## src/rtl/scm_regs.svh

```systemverilog
// Offsets, field positions, reset values and counts of the clock block.
// Assumes a 100 MHz sys_clk and an APB slave with 12-bit byte addresses.
`ifndef SCM_REGS_SVH
`define SCM_REGS_SVH

// ***********************************************************
// Register map
// ***********************************************************
`define SCM_ADDR_MODE     12'h000
`define SCM_ADDR_EXT      12'h004
`define SCM_ADDR_STAT     12'h008
`define SCM_MODE_SPEED    0
`define SCM_MODE_IDLE     1
`define SCM_MODE_FRDY     2
`define SCM_MODE_SRDY     3
`define SCM_MODE_SSEL_LSB 5
`define SCM_EXT_KEEP      0
`define SCM_EXT_LVD       1
`define SCM_EXT_WDT       2
`define SCM_MODE_RST      8'h03
`define SCM_EXT_RST       3'h0

// ***********************************************************
// Oscillator models and timing
// ***********************************************************
`define SCM_SYS_KHZ       17'h186A0
`define SCM_FAST8_KHZ     17'h01F40
`define SCM_FAST4_KHZ     17'h00FA0
`define SCM_FAST2_KHZ     17'h007D0
`define SCM_SLOW_KHZ      17'h00020
`define SCM_FAST_RDY_LAST 4'hF
`define SCM_SLOW_RDY_LAST 1'h1

`endif

```

## src/rtl/scm_pkg.sv

```systemverilog
// Types shared by the clock and mode control block.
// Assumes nothing of its surroundings.
package scm_pkg;
    typedef enum logic [2:0] {
        SCM_FAST   = 3'b000,
        SCM_SLOW   = 3'b001,
        SCM_IDLE0  = 3'b010,
        SCM_IDLE1  = 3'b011,
        SCM_SLEEP0 = 3'b100,
        SCM_SLEEP1 = 3'b101
    } scm_mode_t;
endpackage

```

## src/rtl/scm_clock_ctrl.sv

```systemverilog
// System clock selection and operating mode sequencer with an APB slave.
// Assumes halt_req comes from the CPU on sys_clk and wake_pin is a pin.
`timescale 1ns/1ps
`include "scm_regs.svh"
module scm_clock_ctrl
    import scm_pkg::*;
(
    input  wire logic        sys_clk,
    input  wire logic        reset_n,
    input  wire logic        psel,
    input  wire logic        penable,
    input  wire logic        pwrite,
    input  wire logic [11:0] paddr,
    input  wire logic [31:0] pwdata,
    output logic             pready,
    output logic [31:0]      prdata,
    output logic             pslverr,
    input  wire logic [1:0]  fast_freq_cfg,
    input  wire logic        halt_req,
    input  wire logic        wake_pin,
    output logic             cpu_clk_en,
    output logic             sys_clk_en,
    output logic             stand_in_clk_en,
    output logic             periph_slow_clk_en,
    output logic             sense_clk_en,
    output logic             wdt_clk_en,
    output logic [2:0]       op_mode
);
    // ***********************************************************
    // Declarations
    // ***********************************************************
    scm_mode_t   state_reg;
    scm_mode_t   state_next;
    logic [7:0]  ctrl_reg;
    logic [2:0]  ext_reg;
    logic [1:0]  cfg_reg;
    logic        cfg_done_reg;
    logic [3:0]  cfg_sync_reg;
    logic [1:0]  wake_sync_reg;
    logic        act_speed_reg;
    logic [2:0]  act_ssel_reg;
    logic [5:0]  div_cnt_reg;
    logic [3:0]  frdy_cnt_reg;
    logic        srdy_cnt_reg;
    logic        fast_osc_ready;
    logic        slow_osc_ready;
    logic [31:0] prdata_reg;
    logic [16:0] fast_step;
    logic        fast_run;
    logic        slow_run;
    logic        fast_pulse;
    logic        slow_pulse;
    logic        rc_sel;
    logic [6:0]  div_ratio;
    logic [5:0]  div_last;
    logic        div_pulse;
    logic        slow_src_pulse;
    logic        sys_src_pulse;
    logic        src_running;
    logic        switch_ok;
    logic        run_mode;
    logic        halted;
    logic        sys_on;
    logic        periph_on;
    logic        sense_on;
    logic        wake;
    logic        setup;
    logic        access;
    logic        hit_mode;
    logic        hit_ext;
    logic        hit_stat;
    logic        mapped;
    logic        speed_sel;
    logic        idle_allow;
    logic [2:0]  slow_clock_select;
    logic        sysclk_keep_on;
    logic        lowvolt_detect_enable;
    logic        wdt_enable;

    // ***********************************************************
    // Register fields
    // ***********************************************************
    assign speed_sel             = ctrl_reg[`SCM_MODE_SPEED];
    assign idle_allow            = ctrl_reg[`SCM_MODE_IDLE];
    assign slow_clock_select     = ctrl_reg[`SCM_MODE_SSEL_LSB +: 3];
    assign sysclk_keep_on        = ext_reg[`SCM_EXT_KEEP];
    assign lowvolt_detect_enable = ext_reg[`SCM_EXT_LVD];
    assign wdt_enable            = ext_reg[`SCM_EXT_WDT];

    // ***********************************************************
    // Strap capture and wake synchroniser
    // ***********************************************************
    // The frequency strap is a build option, so it is caught once after
    // reset and later changes of the pin are ignored.
    always_ff @(posedge sys_clk) begin
        cfg_sync_reg <= {cfg_sync_reg[1:0], fast_freq_cfg};
    end
    always_ff @(posedge sys_clk or negedge reset_n) begin
        if (!reset_n) begin
            cfg_reg      <= 2'h0;
            cfg_done_reg <= 1'b0;
        end else if (!cfg_done_reg) begin
            cfg_reg      <= cfg_sync_reg[3:2];
            cfg_done_reg <= 1'b1;
        end
    end

    always_ff @(posedge sys_clk or negedge reset_n) begin
        if (!reset_n) begin
            wake_sync_reg <= 2'h0;
        end else begin
            wake_sync_reg <= {wake_sync_reg[0], wake_pin};
        end
    end
    assign wake = wake_sync_reg[1];

    // ***********************************************************
    // Oscillators
    // ***********************************************************
    always_comb begin
        case (cfg_reg)
            2'h0:    fast_step = `SCM_FAST2_KHZ;
            2'h1:    fast_step = `SCM_FAST4_KHZ;
            default: fast_step = `SCM_FAST8_KHZ;
        endcase
    end

    assign run_mode  = (state_reg == SCM_FAST) || (state_reg == SCM_SLOW);
    assign halted    = !run_mode;
    // The fast oscillator runs only in FAST, SLOW and IDLE1, the slow one in every mode but SLEEP0.
    assign fast_run  = cfg_done_reg && (run_mode ||
                       state_reg == SCM_IDLE1);
    assign slow_run  = state_reg != SCM_SLEEP0;

    scm_rc_osc u_fast_osc (
        .sys_clk (sys_clk),
        .reset_n (reset_n),
        .run     (fast_run),
        .step    (fast_step),
        .pulse   (fast_pulse)
    );

    scm_rc_osc u_slow_osc (
        .sys_clk (sys_clk),
        .reset_n (reset_n),
        .run     (slow_run),
        .step    (`SCM_SLOW_KHZ),
        .pulse   (slow_pulse)
    );

    // ***********************************************************
    // Slow clock divider and source selection
    // ***********************************************************
    assign rc_sel    = act_ssel_reg[2:1] == 2'h0;
    assign div_ratio = 7'h02 << (3'h7 - act_ssel_reg);
    assign div_last  = 6'(div_ratio - 7'h01);
    assign div_pulse = fast_pulse && (div_cnt_reg == div_last);

    assign slow_src_pulse = rc_sel ? slow_pulse : div_pulse;
    assign sys_src_pulse  = act_speed_reg ? fast_pulse
                                          : slow_src_pulse;
    assign src_running    = (act_speed_reg || !rc_sel) ? fast_run
                                                       : slow_run;
    // A new choice only takes over at the end of a whole period of the
    // old source, or at once while that source is stopped, so no shortened clock pulse reaches the CPU.
    assign switch_ok = sys_src_pulse || !src_running;

    always_ff @(posedge sys_clk or negedge reset_n) begin
        if (!reset_n) begin
            act_speed_reg <= 1'(`SCM_MODE_RST >> `SCM_MODE_SPEED);
            act_ssel_reg  <= 3'h0;
        end else if (switch_ok) begin
            act_speed_reg <= speed_sel;
            act_ssel_reg  <= slow_clock_select;
        end
    end

    always_ff @(posedge sys_clk or negedge reset_n) begin
        if (!reset_n) begin
            div_cnt_reg <= 6'h00;
        end else if (switch_ok && act_ssel_reg != slow_clock_select) begin
            div_cnt_reg <= 6'h00;
        end else if (fast_pulse) begin
            div_cnt_reg <= div_pulse ? 6'h00 : div_cnt_reg + 6'h01;
        end
    end

    // ***********************************************************
    // Operating mode sequencer
    // ***********************************************************
    always_comb begin
        state_next = state_reg;
        case (state_reg)
            SCM_FAST, SCM_SLOW: begin
                if (halt_req && idle_allow) begin
                    state_next = sysclk_keep_on ? SCM_IDLE1
                                                : SCM_IDLE0;
                end else if (halt_req) begin
                    state_next = (lowvolt_detect_enable || wdt_enable)
                               ? SCM_SLEEP1 : SCM_SLEEP0;
                end else begin
                    state_next = (switch_ok ? speed_sel : act_speed_reg)
                               ? SCM_FAST : SCM_SLOW;
                end
            end
            SCM_IDLE0, SCM_IDLE1, SCM_SLEEP0, SCM_SLEEP1: begin
                if (wake) begin
                    state_next = (switch_ok ? speed_sel : act_speed_reg)
                               ? SCM_FAST : SCM_SLOW;
                end
            end
            default: state_next = SCM_FAST;
        endcase
    end

    always_ff @(posedge sys_clk or negedge reset_n) begin
        if (!reset_n) begin
            state_reg <= SCM_FAST;
        end else begin
            state_reg <= state_next;
        end
    end

    // ***********************************************************
    // Clock enables
    // ***********************************************************
    assign sys_on    = run_mode || state_reg == SCM_IDLE1;
    assign periph_on = state_reg != SCM_SLEEP0;
    assign sense_on  = state_reg == SCM_IDLE0 ||
                       state_reg == SCM_IDLE1 ||
                       state_reg == SCM_SLEEP1;

    assign sys_clk_en         = sys_on && sys_src_pulse;
    assign cpu_clk_en         = run_mode && sys_src_pulse;
    assign stand_in_clk_en    = periph_on && slow_pulse;
    assign periph_slow_clk_en = periph_on && slow_pulse;
    assign sense_clk_en       = sense_on && slow_pulse;
    // The watchdog ticks from the stand-in clock and dies in deep sleep.
    assign wdt_clk_en         = wdt_enable && stand_in_clk_en;
    assign op_mode            = state_reg;

    // ***********************************************************
    // Oscillator ready flags
    // ***********************************************************
    always_ff @(posedge sys_clk or negedge reset_n) begin
        if (!reset_n) begin
            frdy_cnt_reg   <= 4'h0;
            fast_osc_ready <= 1'b0;
        end else if (!fast_run) begin
            frdy_cnt_reg   <= 4'h0;
            fast_osc_ready <= 1'b0;
        end else if (fast_pulse && !fast_osc_ready) begin
            frdy_cnt_reg   <= frdy_cnt_reg + 4'h1;
            if (frdy_cnt_reg == `SCM_FAST_RDY_LAST) begin
                fast_osc_ready <= 1'b1;
            end
        end
    end

    always_ff @(posedge sys_clk or negedge reset_n) begin
        if (!reset_n) begin
            srdy_cnt_reg   <= 1'b0;
            slow_osc_ready <= 1'b0;
        end else if (!slow_run) begin
            srdy_cnt_reg   <= 1'b0;
            slow_osc_ready <= 1'b0;
        end else if (slow_pulse && !slow_osc_ready) begin
            srdy_cnt_reg   <= 1'b1;
            if (srdy_cnt_reg == `SCM_SLOW_RDY_LAST) begin
                slow_osc_ready <= 1'b1;
            end
        end
    end

    // ***********************************************************
    // APB slave
    // ***********************************************************
    assign setup    = psel && !penable;
    assign access   = psel && penable;
    assign hit_mode = paddr == `SCM_ADDR_MODE;
    assign hit_ext  = paddr == `SCM_ADDR_EXT;
    assign hit_stat = paddr == `SCM_ADDR_STAT;
    assign mapped   = hit_mode || hit_ext || hit_stat;
    assign pready   = 1'b1;
    assign pslverr  = access && !mapped;
    assign prdata   = prdata_reg;

    always_ff @(posedge sys_clk or negedge reset_n) begin
        if (!reset_n) begin
            ctrl_reg <= `SCM_MODE_RST;
            ext_reg  <= `SCM_EXT_RST;
        end else if (access && pwrite) begin
            if (hit_mode) begin
                ctrl_reg <= {pwdata[7:5], 3'h0, pwdata[1:0]};
            end
            if (hit_ext) begin
                ext_reg <= pwdata[2:0];
            end
        end
    end

    // Read data is fetched in the setup cycle so that it already sits
    // in a flip-flop when the zero-wait access phase completes.
    always_ff @(posedge sys_clk or negedge reset_n) begin
        if (!reset_n) begin
            prdata_reg <= 32'h00000000;
        end else if (setup && !pwrite) begin
            prdata_reg <= 32'h00000000;
            if (hit_mode) begin
                prdata_reg[7:0] <= {ctrl_reg[7:5], 1'b0, slow_osc_ready,
                                    fast_osc_ready, ctrl_reg[1:0]};
            end
            if (hit_ext) begin
                prdata_reg[2:0] <= ext_reg;
            end
            if (hit_stat) begin
                prdata_reg[3:0] <= {act_speed_reg, state_reg};
            end
        end
    end
endmodule

```

## src/rtl/scm_rc_osc.sv

```systemverilog
// Phase accumulator that stands for one internal RC oscillator.
// Assumes step is far below the sys_clk rate in kHz.
`timescale 1ns/1ps
`include "scm_regs.svh"
module scm_rc_osc
    import scm_pkg::*;
(
    input  wire logic        sys_clk,
    input  wire logic        reset_n,
    input  wire logic        run,
    input  wire logic [16:0] step,
    output logic             pulse
);
    logic [16:0] acc_reg;
    logic [17:0] acc_sum;

    // A stopped oscillator restarts from zero phase, as a real one would.
    assign acc_sum = {1'b0, acc_reg} + {1'b0, step};
    assign pulse   = run && (acc_sum >= {1'b0, `SCM_SYS_KHZ});

    always_ff @(posedge sys_clk or negedge reset_n) begin
        if (!reset_n) begin
            acc_reg <= 17'h00000;
        end else if (!run) begin
            acc_reg <= 17'h00000;
        end else if (pulse) begin
            acc_reg <= 17'(acc_sum - {1'b0, `SCM_SYS_KHZ});
        end else begin
            acc_reg <= acc_sum[16:0];
        end
    end
endmodule

```

## config.mk

```make
export PLATFORM = sky130hd
export DESIGN_NAME = scm_clock_ctrl
export DESIGN_NICKNAME = d
export VERILOG_FILES = /design/src/rtl/scm_pkg.sv /design/src/rtl/scm_clock_ctrl.sv /design/src/rtl/scm_rc_osc.sv
export VERILOG_INCLUDE_DIRS = /design/src /design/src/rtl
export SDC_FILE = /design/constraint.sdc
export NUM_CORES = 1
export LEC_CHECK = 0
export BUFFER_PORTS_ARGS = -buffer_cell sky130_fd_sc_hd__buf_2
export CAP_MARGIN = 40
export CORE_UTILIZATION = 40
export DETAILED_ROUTE_END_ITERATION = 8
export PLACE_DENSITY = 0.56
export SYNTH_ARGS = -nofsm -noshare
export SYNTH_HDL_FRONTEND = slang
export SYNTH_HIERARCHICAL = 1
export SYNTH_SLANG_ARGS = --single-unit
```

## constraint.sdc

```tcl
create_clock -name sys_clk -period 6.91 [get_ports sys_clk]
set_input_delay 0.3455 -clock sys_clk [delete_from_list [all_inputs] [get_ports sys_clk]]
set_output_delay 0.3455 -clock sys_clk [all_outputs]
set_load 0.005 [all_outputs]
```

==> results of run 1 <==
## worst max-delay path: stages (launching register included)
cell	delay [ns]
dfrtp_1	0.41
inv_1	0.08
nand2_1	0.10
inv_1	0.05
ha_1	0.39
o21a_1	0.26
or2_2	0.31
a32oi_1	0.46
nand2_1	0.16
a221oi_2	0.41
nor3_1	0.15
o21ai_0	0.49
and2_1	0.47
nand4_1	0.17
a31oi_2	0.19
nand3_2	0.16
or3_1	0.36
a311oi_1	0.24
buf_2	0.17
## logic make-up (layout without fill, tap and decap cells)
| kind of cell | Yosys count | after routing |
|---|---|---|
| AOI/OAI and AO/OA | 200 | 200 |
| other | 2 | 57 |
| xor gates and xnor gates | 30 | 30 |
| DFF | 78 | 78 |
| adders and majority gates | 41 | 41 |
| and+or+nand+nor | 235 | 235 |
| buffers and inverters | 81 | 86 |
| muxes | 37 | 37 |
## per-layer routing
layer | share of wire | vias up | wire length, µm
met1 | 0.49 | 2538 | 6650
met4 | 0.0080 | 0 | 108
met3 | 0.031 | 8 | 427
met2 | 0.47 | 95 | 6380
met5 | 0 | - | 0
li1 | - | 2624 | -
## worst max path at each step
stage | startpoint | end | slack, ns | cells past startpoint
CTS | cfg_reg[1] | sys_clk_en | 1.15 | 17
global route | cfg_reg[1] | cpu_clk_en | 0.68 | 17
global placement | cfg_reg[1] | cpu_clk_en | 1.59 | 18
detailed placement | cfg_reg[1] | sys_clk_en | 1.55 | 17
floorplan | cfg_reg[1] | cpu_clk_en | 2.74 | 17
finish | cfg_reg[1] | sys_clk_en | 1.20 | 18
## layout make-up
| class | count | area share |
|---|---|---|
| multi-input combinational | 600 | 0.591 |
| clock inverter | 1 | 0.000724 |
| clock buffer | 15 | 0.0402 |
| inverter | 25 | 0.0136 |
| sequential | 78 | 0.280 |
| tap | 211 | 0.0382 |
| timing repair buffer | 45 | 0.0358 |
## cells in the mapped netlist (8+ instances only)
library cell / instances
dfrtp_1: 71
nor2_1: 59
nand2_1: 52
a21oi_1: 40
ha_1: 39
o21ai_0: 36
buf_4: 28
inv_1: 25
nand3_1: 24
clkbuf_1: 23
mux2_2: 16
mux2i_1: 16
xor2_1: 16
a21o_1: 15
nor3_1: 15
xnor2_1: 14
and2_1: 13
o21a_1: 12
a211oi_1: 11
o211ai_1: 10
or2_2: 9
or3_1: 8
## repair_timing
item,CTS,global route
hold buffers,1,0
buffers inserted,0,0
hold endpoints to repair,29,0
## power by group through the flow
stage,clock [W],combinational (W),sequential [W]
2_1_floorplan,0,0.00161,0.000616
5_1_grt,0.000482,0.00218,0.000642
3_3_place_gp,0,0.00185,0.000637
3_5_place_dp,0,0.00189,0.000640
4_1_cts,0.000461,0.00190,0.000632
6_report,0.000446,0.00194,0.000630
## cell usage in the layout (no fill, tap or decap), types with 12 or more instances in the layout
master	count
nand2_1	52
conb_1	57
nor2_1	59
nand3_1	24
inv_1	25
xor2_1	16
xnor2_1	14
nor3_1	15
a21o_1	15
o21ai_0	36
mux2i_1	16
buf_2	42
and2_1	13
ha_1	39
a21oi_1	40
dfrtp_1	71
mux2_2	16
o21a_1	12
## metrics by stage
| step | cell area, µm² | instances | worst slack (ns) | total power [W] | hold WS, ns |
|---|---|---|---|---|---|
| 5_1_grt | 6910 | 975 | 0.678 | 0.00330 | 0.118 |
| 2_1_floorplan | 6460 | 759 | 2.74 | 0.00222 | 0.0499 |
| 4_1_cts | 6910 | 975 | 1.15 | 0.00300 | 0.109 |
| 3_3_place_gp | 6600 | 957 | 1.59 | 0.00249 | 0.315 |
| 3_5_place_dp | 6620 | 958 | 1.55 | 0.00253 | 0.315 |
| 6_report | 6910 | 975 | 1.20 | 0.00302 | 0.122 |
==> qor.csv, run 1 <==
metric,value,unit
status,"finished, final reports clean",
antenna violations before repair,0,
# IOs,96,
Worst Tran Pin Value,0.781,ns
Clock Root Buffer,clkbuf_16,
Synth Cell Area,6260,µm²
grt met2 use,0.290,
GR Util met3,0.0268,
Crit path arrival time,5.36,ns
clock latency on the worst-skew pair,0.33,ns
RSZ-0062 raised after global routing,no,
WS Path Type,reg -> out,
Synth area leader,dfrtp_1,
Detailed Routing Iterations Pass 1,4,
Leak Pwr,3.21,nW
I/O Buffers,43,
final net count,853,
Die ar.,16100,µm²
# Max-Cap Violations,0,
largest net degree at the start of global routing,43,
worst r2r dst,act_ssel_reg[1],
first-pass GRT wire length,23000,µm
Final setup viols,0,
Slew Limit Fails,0,
mean post-synth cell area,8.89,µm²
Fin Clk Skew,0.00420,ns
Storage cell area,1940,µm²
drt via density,5.40,
"top cells by area, synth","dfrtp_1 (28%), ha_1 (7.8%), nor2_1 (3.5%), buf_4 (3.4%), a21oi_1 (3.2%)",
Yosys reg bits,78,
CP Capture Type,output port,
n_diodes,0,
std cell rows,45,
Switching Share,0.452,
Clock Sinks,78,
register area share after synthesis,0.309,
worst-path fanout max,11,
switching power,0.00136,W
Total Wirelength,13600,µm
"EDFF count, synth",0,
multi-input logic area,4090,µm²
gp weighted congestion,0.800,
layout cells sized above 1,0.149,
grt peak-use layer,met2,
met1 GRT Util,0.237,
gr usage total,0.176,
Post-Synth Simple-Gate Area,0.191,
Die Y,127,µm
area share of fa/ha/maj cells after synthesis,0.0844,
final HPWL from detailed placement,10200,µm
Clock power frac,0.148,
core area,15300,µm²
CP required,6.56,ns
DR vias,5265,
Power per Cell Area,437,nW/µm²
setup tns final,0,ns
cell count after synthesis,704,
"Top FF cell, synth",dfrtp_1,
Filler cells,1475,
multiplexer share of the synthesized area,0.0664,
Synth Area in Compound Gates,0.235,
Synth Area in XOR/XNOR,0.0420,
Hold Crit Class,in -> reg,
H-tree depth,3,
Max Fclk,175,MHz
Synth top area share,0.284,
CTS resizes,0,
final period utilization,0.826,
DRC errors left,0,
Seq pwr share,0.209,
nature of the critical path startpoint,register,
Worst Hold Depth,1,
Worst R2R Start,cfg_reg[1],
worst r2r path cells,17,
Comb power frac,0.644,
min cycle time layout,5.71,ns
TritonCTS clock tree,built,
Final Hold Fails,0,
drt initial violations,294,
reg2reg setup slack,1.84,ns
Worst Hold Launch,wake_pin,
TritonCTS buffer count,9,
Clock Pin Slew Worst Setup and Hold Paths,0.06,ns
vias in the first global route,4979,
Post-Route Utilization,0.453,
initial core utilization,0.410,
ys async rst share,0.949,
Routed wire per std cell,13.9,µm
Routed Antenna Nets,0,
global route total overflow,0,
Int Power,0.00165,W
Synth cell types,74,
main combinational cell family by area after synthesis,compound AO/OA/AOI/OAI gates,
Syn-to-layout area delta,10.5,%
Synthesis Warnings,6,
Hold Path End,wake_sync_reg[0],
CTS max path bufs,2,
peak supply drop,0.188,mV
Horiz. Die Dim,127,µm
max_slew headroom,0.476,
(Power assumes the default switching activity.)
==> run 2, diff against run 1 <==
- clock period: 6.91 -> 5.91 ns (I/O delays scaled with it)
==> qor.csv, run 2 (synthesis gave the netlist of run 1 again) <==
metric,value,unit,change
status,"finished, final reports clean",,
cells along the critical path,"inv_1, nand2_1, inv_1, ha_1, o21a_1, or2_2, a32oi_1, nand2_1, a221oi_2, nor3_1, o21ai_0, and2_1, nand4_1, a31oi_2, nand3_2, or3_1, a311oi_1, buf_2",,
WS Path Type,reg -> out,,
final net count,855,,+0.23%
Fin Clk Skew,0.00930,ns,+0.00510 ns
Final Hold Fails,0,,unchanged
Leak Pwr,3.22,nW,+0.13%
drt via density,5.35,,-0.98%
Post-CTS Setup Bufs,0,,unchanged
Storage cell area,1940,µm²,unchanged
clock latency on the worst-skew pair,0.34,ns,about the same
Max Fclk,185,MHz,
final HPWL from detailed placement,10300,µm,+0.43%
max_slew headroom,0.497,,+0.0219
Hold Crit Class,in -> reg,,
CP Capture Type,output port,,
initial core utilization,0.410,,unchanged
final period utilization,0.916,,
DRC errors left,0,,unchanged
vias in the first global route,4958,,-0.42%
nature of the critical path startpoint,register,,
CTS max path bufs,2,,unchanged
Filler cells,1524,,+3.3%
core area,15300,µm²,unchanged
Slew Limit Fails,0,,unchanged
Routed Antenna Nets,0,,unchanged
Detailed Routing Iterations Pass 1,5,,+1
layout cells sized above 1,0.150,,+0.000916
gr usage total,0.177,,+0.00192
peak supply drop,0.265,mV,+41%
Routed wire per std cell,13.8,µm,-0.63%
Crit path arrival time,5.12,ns,-0.24 ns
CTS resizes,0,,unchanged
# IOs,96,,unchanged
H-tree depth,3,,unchanged
setup tns final,0,ns,unchanged
crit-path max cell delay,0.54,ns,+0.05 ns
largest net degree at the start of global routing,40,,-7.0%
Clock Root Buffer,clkbuf_16,,
"commonest cells after routing, fill and taps aside","dfrtp_1 (71), nor2_1 (59), conb_1 (57), nand2_1 (52), buf_2 (42)",,
"Max stage delay cell, worst path",o21ai_0,,
worst-path fanout max,7,,-4
Worst Tran Pin Value,0.748,ns,-0.0325 ns
global route total overflow,0,,unchanged
std cell rows,45,,unchanged
Power per Cell Area,512,nW/µm²,+17%
"leading cell type in the layout, fill and taps excluded",dfrtp_1,,
TritonCTS buffer count,9,,unchanged
Clock Pin Slew Worst Setup and Hold Paths,0.06,ns,about the same
TritonCTS clock tree,built,,
CP required,5.61,ns,-0.95 ns
min cycle time layout,5.41,ns,
gp weighted congestion,0.796,,-0.49%
Total Wirelength,13500,µm,-0.43%
Die Y,127,µm,unchanged
first-pass GRT wire length,23300,µm,+1.2%
Clock Sinks,78,,unchanged
# Max-Cap Violations,0,,unchanged
Syn-to-layout area delta,10.5,%,about the same
Die ar.,16100,µm²,unchanged
multi-input logic area,4090,µm²,unchanged
I/O Buffers,43,,unchanged
n_diodes,0,,unchanged
antenna violations before repair,0,,unchanged
DR vias,5224,,-0.78%
RSZ-0062 raised after global routing,no,,
Horiz. Die Dim,127,µm,unchanged
Post-Route Utilization,0.453,,about the same
Final setup viols,0,,unchanged
drt initial violations,275,,-6.5%
[run 2: path summary, 6_finish.rpt]
path | startpoint | end | cells past startpoint | slack, ns
min in group asynchronous | reset_n | u_fast_osc/acc_reg[8] | 2 | 0.49
max in group asynchronous | reset_n | ctrl_reg[1] | 3 | 4.77
worst min register to register | wake_sync_reg[0] | wake_sync_reg[1] | 0 | 0.36
worst max register to register | cfg_reg[1] | act_ssel_reg[2] | 17 | 1.12
worst min-delay path | fast_freq_cfg[1] | cfg_sync_reg[1] | 1 | 0.06
worst max-delay path | cfg_reg[1] | cpu_clk_en | 18 | 0.50
[run 2: metrics by stage]
step                      std cells  instance area (µm²)  hold slack [ns]  power (W)  setup WS (ns)
after floorplan                 759                 6460       -0.0000911    0.00260           1.79
after global placement          959                 6610            0.346    0.00293          0.948
after detailed placement        960                 6630            0.314    0.00298          0.864
after CTS                       977                 6920           0.0476    0.00352          0.460
after global routing            977                 6920           0.0496    0.00387         0.0227
final                           977                 6920           0.0602    0.00354          0.496
[run 2: worst max-delay path, delay by kind of cell (launching register included)]
| kind | cells | cell delay [ns] |
|---|---|---|
| AO/OA/AOI/OAI | 6 | 2.09 |
| AND/OR/NAND/NOR | 8 | 1.59 |
| flip-flops | 1 | 0.40 |
| adder cells (fa/ha/maj) | 1 | 0.39 |
| buffers and inverters | 3 | 0.33 |
[run 2: repair_timing]
action                                 in CTS  in global routing
endpoints found under the hold margin      36                  0
setup endpoints to repair                   0                  0
hold buffers                                1                  0
[run 2: final cells by class]
| cell class | count | share of cell area |
|---|---|---|
| well taps | 211 | 0.0382 |
| clock buffers | 15 | 0.0387 |
| repair buffers | 47 | 0.0380 |
| clock inverters | 1 | 0.000724 |
| inverters | 25 | 0.0136 |
| flip-flops and latches | 78 | 0.280 |
| multi-input cells | 600 | 0.591 |
[run 2: power by group]
| part | leakage (nW) | internal (W) | switching [W] |
|---|---|---|---|
| clock | 0.134 | 0.000307 | 0.000207 |
| sequential | 0.986 | 0.000669 | 0.0000676 |
| combinational | 2.10 | 0.000963 | 0.00133 |
| total | 3.22 | 0.00194 | 0.00160 |
[run 2: metal layers]
metal	part of all wire	track usage
met5	0	0
met4	0.016	0.0623
met3	0.038	0.0281
met2	0.47	0.294
met1	0.48	0.235
==> run 3, diff against run 2 <==
- CORE_UTILIZATION: 40 -> 55
- PLACE_DENSITY: 0.56 -> 0.76
- REMOVE_ABC_BUFFERS: default -> 1
- SYNTH_HIERARCHICAL: 1 -> default
==> qor.csv, run 3 <==
metric,value,unit,change
worst-path fanout max,10,,+3
largest net degree at the start of global routing,66,,+65%
Synth top area share,0.334,,+0.0497
multiplexer share of the synthesized area,0.0414,,-0.0250
Routed wire per std cell,14.0,µm,+1.1%
Max Fclk,241,MHz,+31%
GR Util met3,0.0445,,+0.0164
Synthesis Warnings,0,,-6
max_slew headroom,0.436,,-0.0617
drt via density,5.60,,+4.8%
Syn-to-layout area delta,7.80,%,
main combinational cell family by area after synthesis,simple AND/OR/NAND/NOR gates,,
gp weighted congestion,0.882,,+11%
met1 GRT Util,0.310,,+0.0751
Synth top cells by count,"dfrtp_1 (62), nor2_1 (61), nand2_1 (46), buf_4 (27), xnor2_1 (27)",,
global route total overflow,0,,unchanged
n_diodes,0,,unchanged
drt initial violations,188,,-32%
Placed Instances,647,,-33%
setup tns final,0,ns,unchanged
Hold Crit Class,in -> reg,,
Largest register FFs,13,,
CP Capture Type,output port,,
layout cells sized above 1,0.172,,+0.0219
mean post-synth cell area,8.93,µm²,+0.43%
Post-CTS Hold Fix Bufs,0,,-1
cells along the critical path,"nor2_1, ha_1, fa_1, xnor2_1, a22o_1, nor2_1, a211o_1, a221o_1, o32ai_4, nand2_4, o221ai_4, nor2_1, buf_2",,
Die Y,94.0,µm,-26%
"EDFF count, synth",0,,unchanged
Filler cells,713,,-53%
area share of fa/ha/maj cells after synthesis,0.0441,,-0.0403
# IOs,96,,unchanged
"Top FF cell, synth",dfrtp_1,,
TritonCTS buffer count,9,,unchanged
status,"finished, final reports clean",,
CTS max path bufs,2,,unchanged
"count leader, synth",dfrtp_1,,
most numerous cell on the critical path,nor2_1,,
Synth area leader,dfrtp_1,,
Synth Area in XOR/XNOR,0.0885,,+0.0465
Synth Area in Compound Gates,0.149,,-0.0856
RSZ-0062 raised after global routing,no,,
Slew Limit Fails,0,,unchanged
nature of the critical path startpoint,register,,
"Max stage delay cell, worst path",a221o_1,,
I/O Buffers,43,,unchanged
std cell rows,33,,-27%
clock latency on the worst-skew pair,0.35,ns,about the same
Routed Antenna Nets,0,,unchanged
first-pass GRT wire length,15800,µm,-32%
final net count,621,,-27%
final HPWL from detailed placement,6700,µm,-35%
Synth cell types,71,,-4.1%
Detailed Routing Iterations Pass 1,4,,-1
initial core utilization,0.566,,+0.156
Power per Cell Area,298,nW/µm²,-42%
min cycle time layout,4.15,ns,-1.27 ns
Total Wirelength,9260,µm,-31%
Post-Synth Simple-Gate Area,0.229,,+0.0376
"top cells by area, synth","dfrtp_1 (33%), xnor2_1 (5.1%), nor2_1 (4.9%), buf_4 (4.4%), ha_1 (3.8%)",,
ys async rst share,0.942,,-0.00669
peak supply drop,0.247,mV,-6.8%
cell count after synthesis,521,,-26%
"commonest cells after routing, fill and taps aside","dfrtp_1 (62), nor2_1 (61), nand2_1 (46), buf_2 (43)",,
Fin Clk Skew,0.0127,ns,+0.00338 ns
total power,0.00149,W,-58%
Die ar.,8830,µm²,-45%
DR vias,3716,,-29%
core area,8220,µm²,-46%
register area share after synthesis,0.368,,+0.0584
CP required,5.61,ns,about the same
DRC errors left,0,,unchanged
grt met2 use,0.368,,+0.0739
TritonCTS clock tree,built,,
Leak Pwr,2.28,nW,-29%
Horiz. Die Dim,94.0,µm,-26%
Clock Sinks,69,,-12%
Final setup viols,0,,unchanged
Post-CTS Setup Bufs,0,,unchanged
"leading cell type in the layout, fill and taps excluded",dfrtp_1,,
WS Path Type,reg -> out,,
Clock Root Buffer,clkbuf_8,,
CTS resizes,0,,unchanged
final period utilization,0.702,,-0.214
antenna violations before repair,0,,unchanged
crit-path max cell delay,0.43,ns,-0.11 ns
# Max-Cap Violations,0,,unchanged
Yosys reg bits,69,,-12%
"Cell Count, Final, Fillers Out",663,,-32%
vias in the first global route,3481,,-30%
gr usage total,0.227,,+0.0499
Crit path arrival time,3.85,ns,-1.27 ns
grt peak-use layer,met2,,
Clock Pin Slew Worst Setup and Hold Paths,0.08,ns,+0.02 ns
Worst Tran Pin Value,0.846,ns,+0.0983 ns
H-tree depth,3,,unchanged
Final Hold Fails,0,,unchanged
Synth Cell Area,4650,µm²,-26%
[run 3: worst max-delay path: cells and delay by family, from the launching register on]
kind            cells  cell delay [ns]
fa+ha+maj           2             0.62
flops               1             0.41
xor+xnor            1             0.31
simple gates        4             0.44
compound gates      5             1.58
buf+inv             1             0.14
[run 3: cell families (layout without fill, tap and decap cells)]
logic type      Yosys count  in the layout
flops                    69             69
other cells               2             27
xor+xnor                 47             47
mux                      16             16
simple gates            212            212
buf+inv                  67             79
fa+ha+maj                16             16
compound gates           92             92
[run 3: cell type report]
class	count	area, µm²	area share
Multi-Input combinational cell	410	2680	0.534
Sequential cell	69	1710	0.341
Timing Repair Buffer	45	230	0.0459
Tap cell	105	131	0.0262
Clock buffer	9	124	0.0247
Clock inverter	7	75.1	0.0150
Inverter	18	67.6	0.0135
[run 3: where the power goes]
group	internal, W	switching (W)
registers	0.000520	0.0000776
logic	0.000208	0.000298
clock network	0.000197	0.000194
[run 3: worst paths after layout]
path / slack [ns] / startpoint / depth (start not counted) / to
min in group asynchronous: 0.12 / reset_n / 2 / u_fast_osc.acc_reg[10]
max in group asynchronous: 5.25 / reset_n / 2 / cfg_reg[1]
min: 0.05 / fast_freq_cfg[1] / 1 / cfg_sync_reg[1]
min reg2reg: 0.33 / cfg_sync_reg[1] / 0 / cfg_sync_reg[3]
max reg2reg: 2.05 / cfg_reg[1] / 13 / div_cnt_reg[5]
max: 1.76 / cfg_reg[1] / 13 / sys_clk_en
[run 3: per-stage QoR]
stage | hold slack [ns] | utilization | instance area [µm²] | setup WS (ns)
2_1_floorplan | -0.0000911 | - | 4450 | 2.47
3_3_place_gp | 0.317 | 0.586 | 4810 | 2.09
3_5_place_dp | 0.315 | 0.586 | 4810 | 2.04
4_1_cts | 0.0392 | 0.610 | 5010 | 1.74
5_1_grt | 0.0449 | 0.610 | 5010 | 1.53
6_report | 0.0525 | 0.610 | 5010 | 1.76
[run 3: per-layer routing]
metal,part of all wire,routed length [µm],up-vias
met1,0.47,4330,1761
met2,0.48,4440,99
met4,0.010,93,0
met5,0,0,-
met3,0.043,401,9
li1,-,-,1847
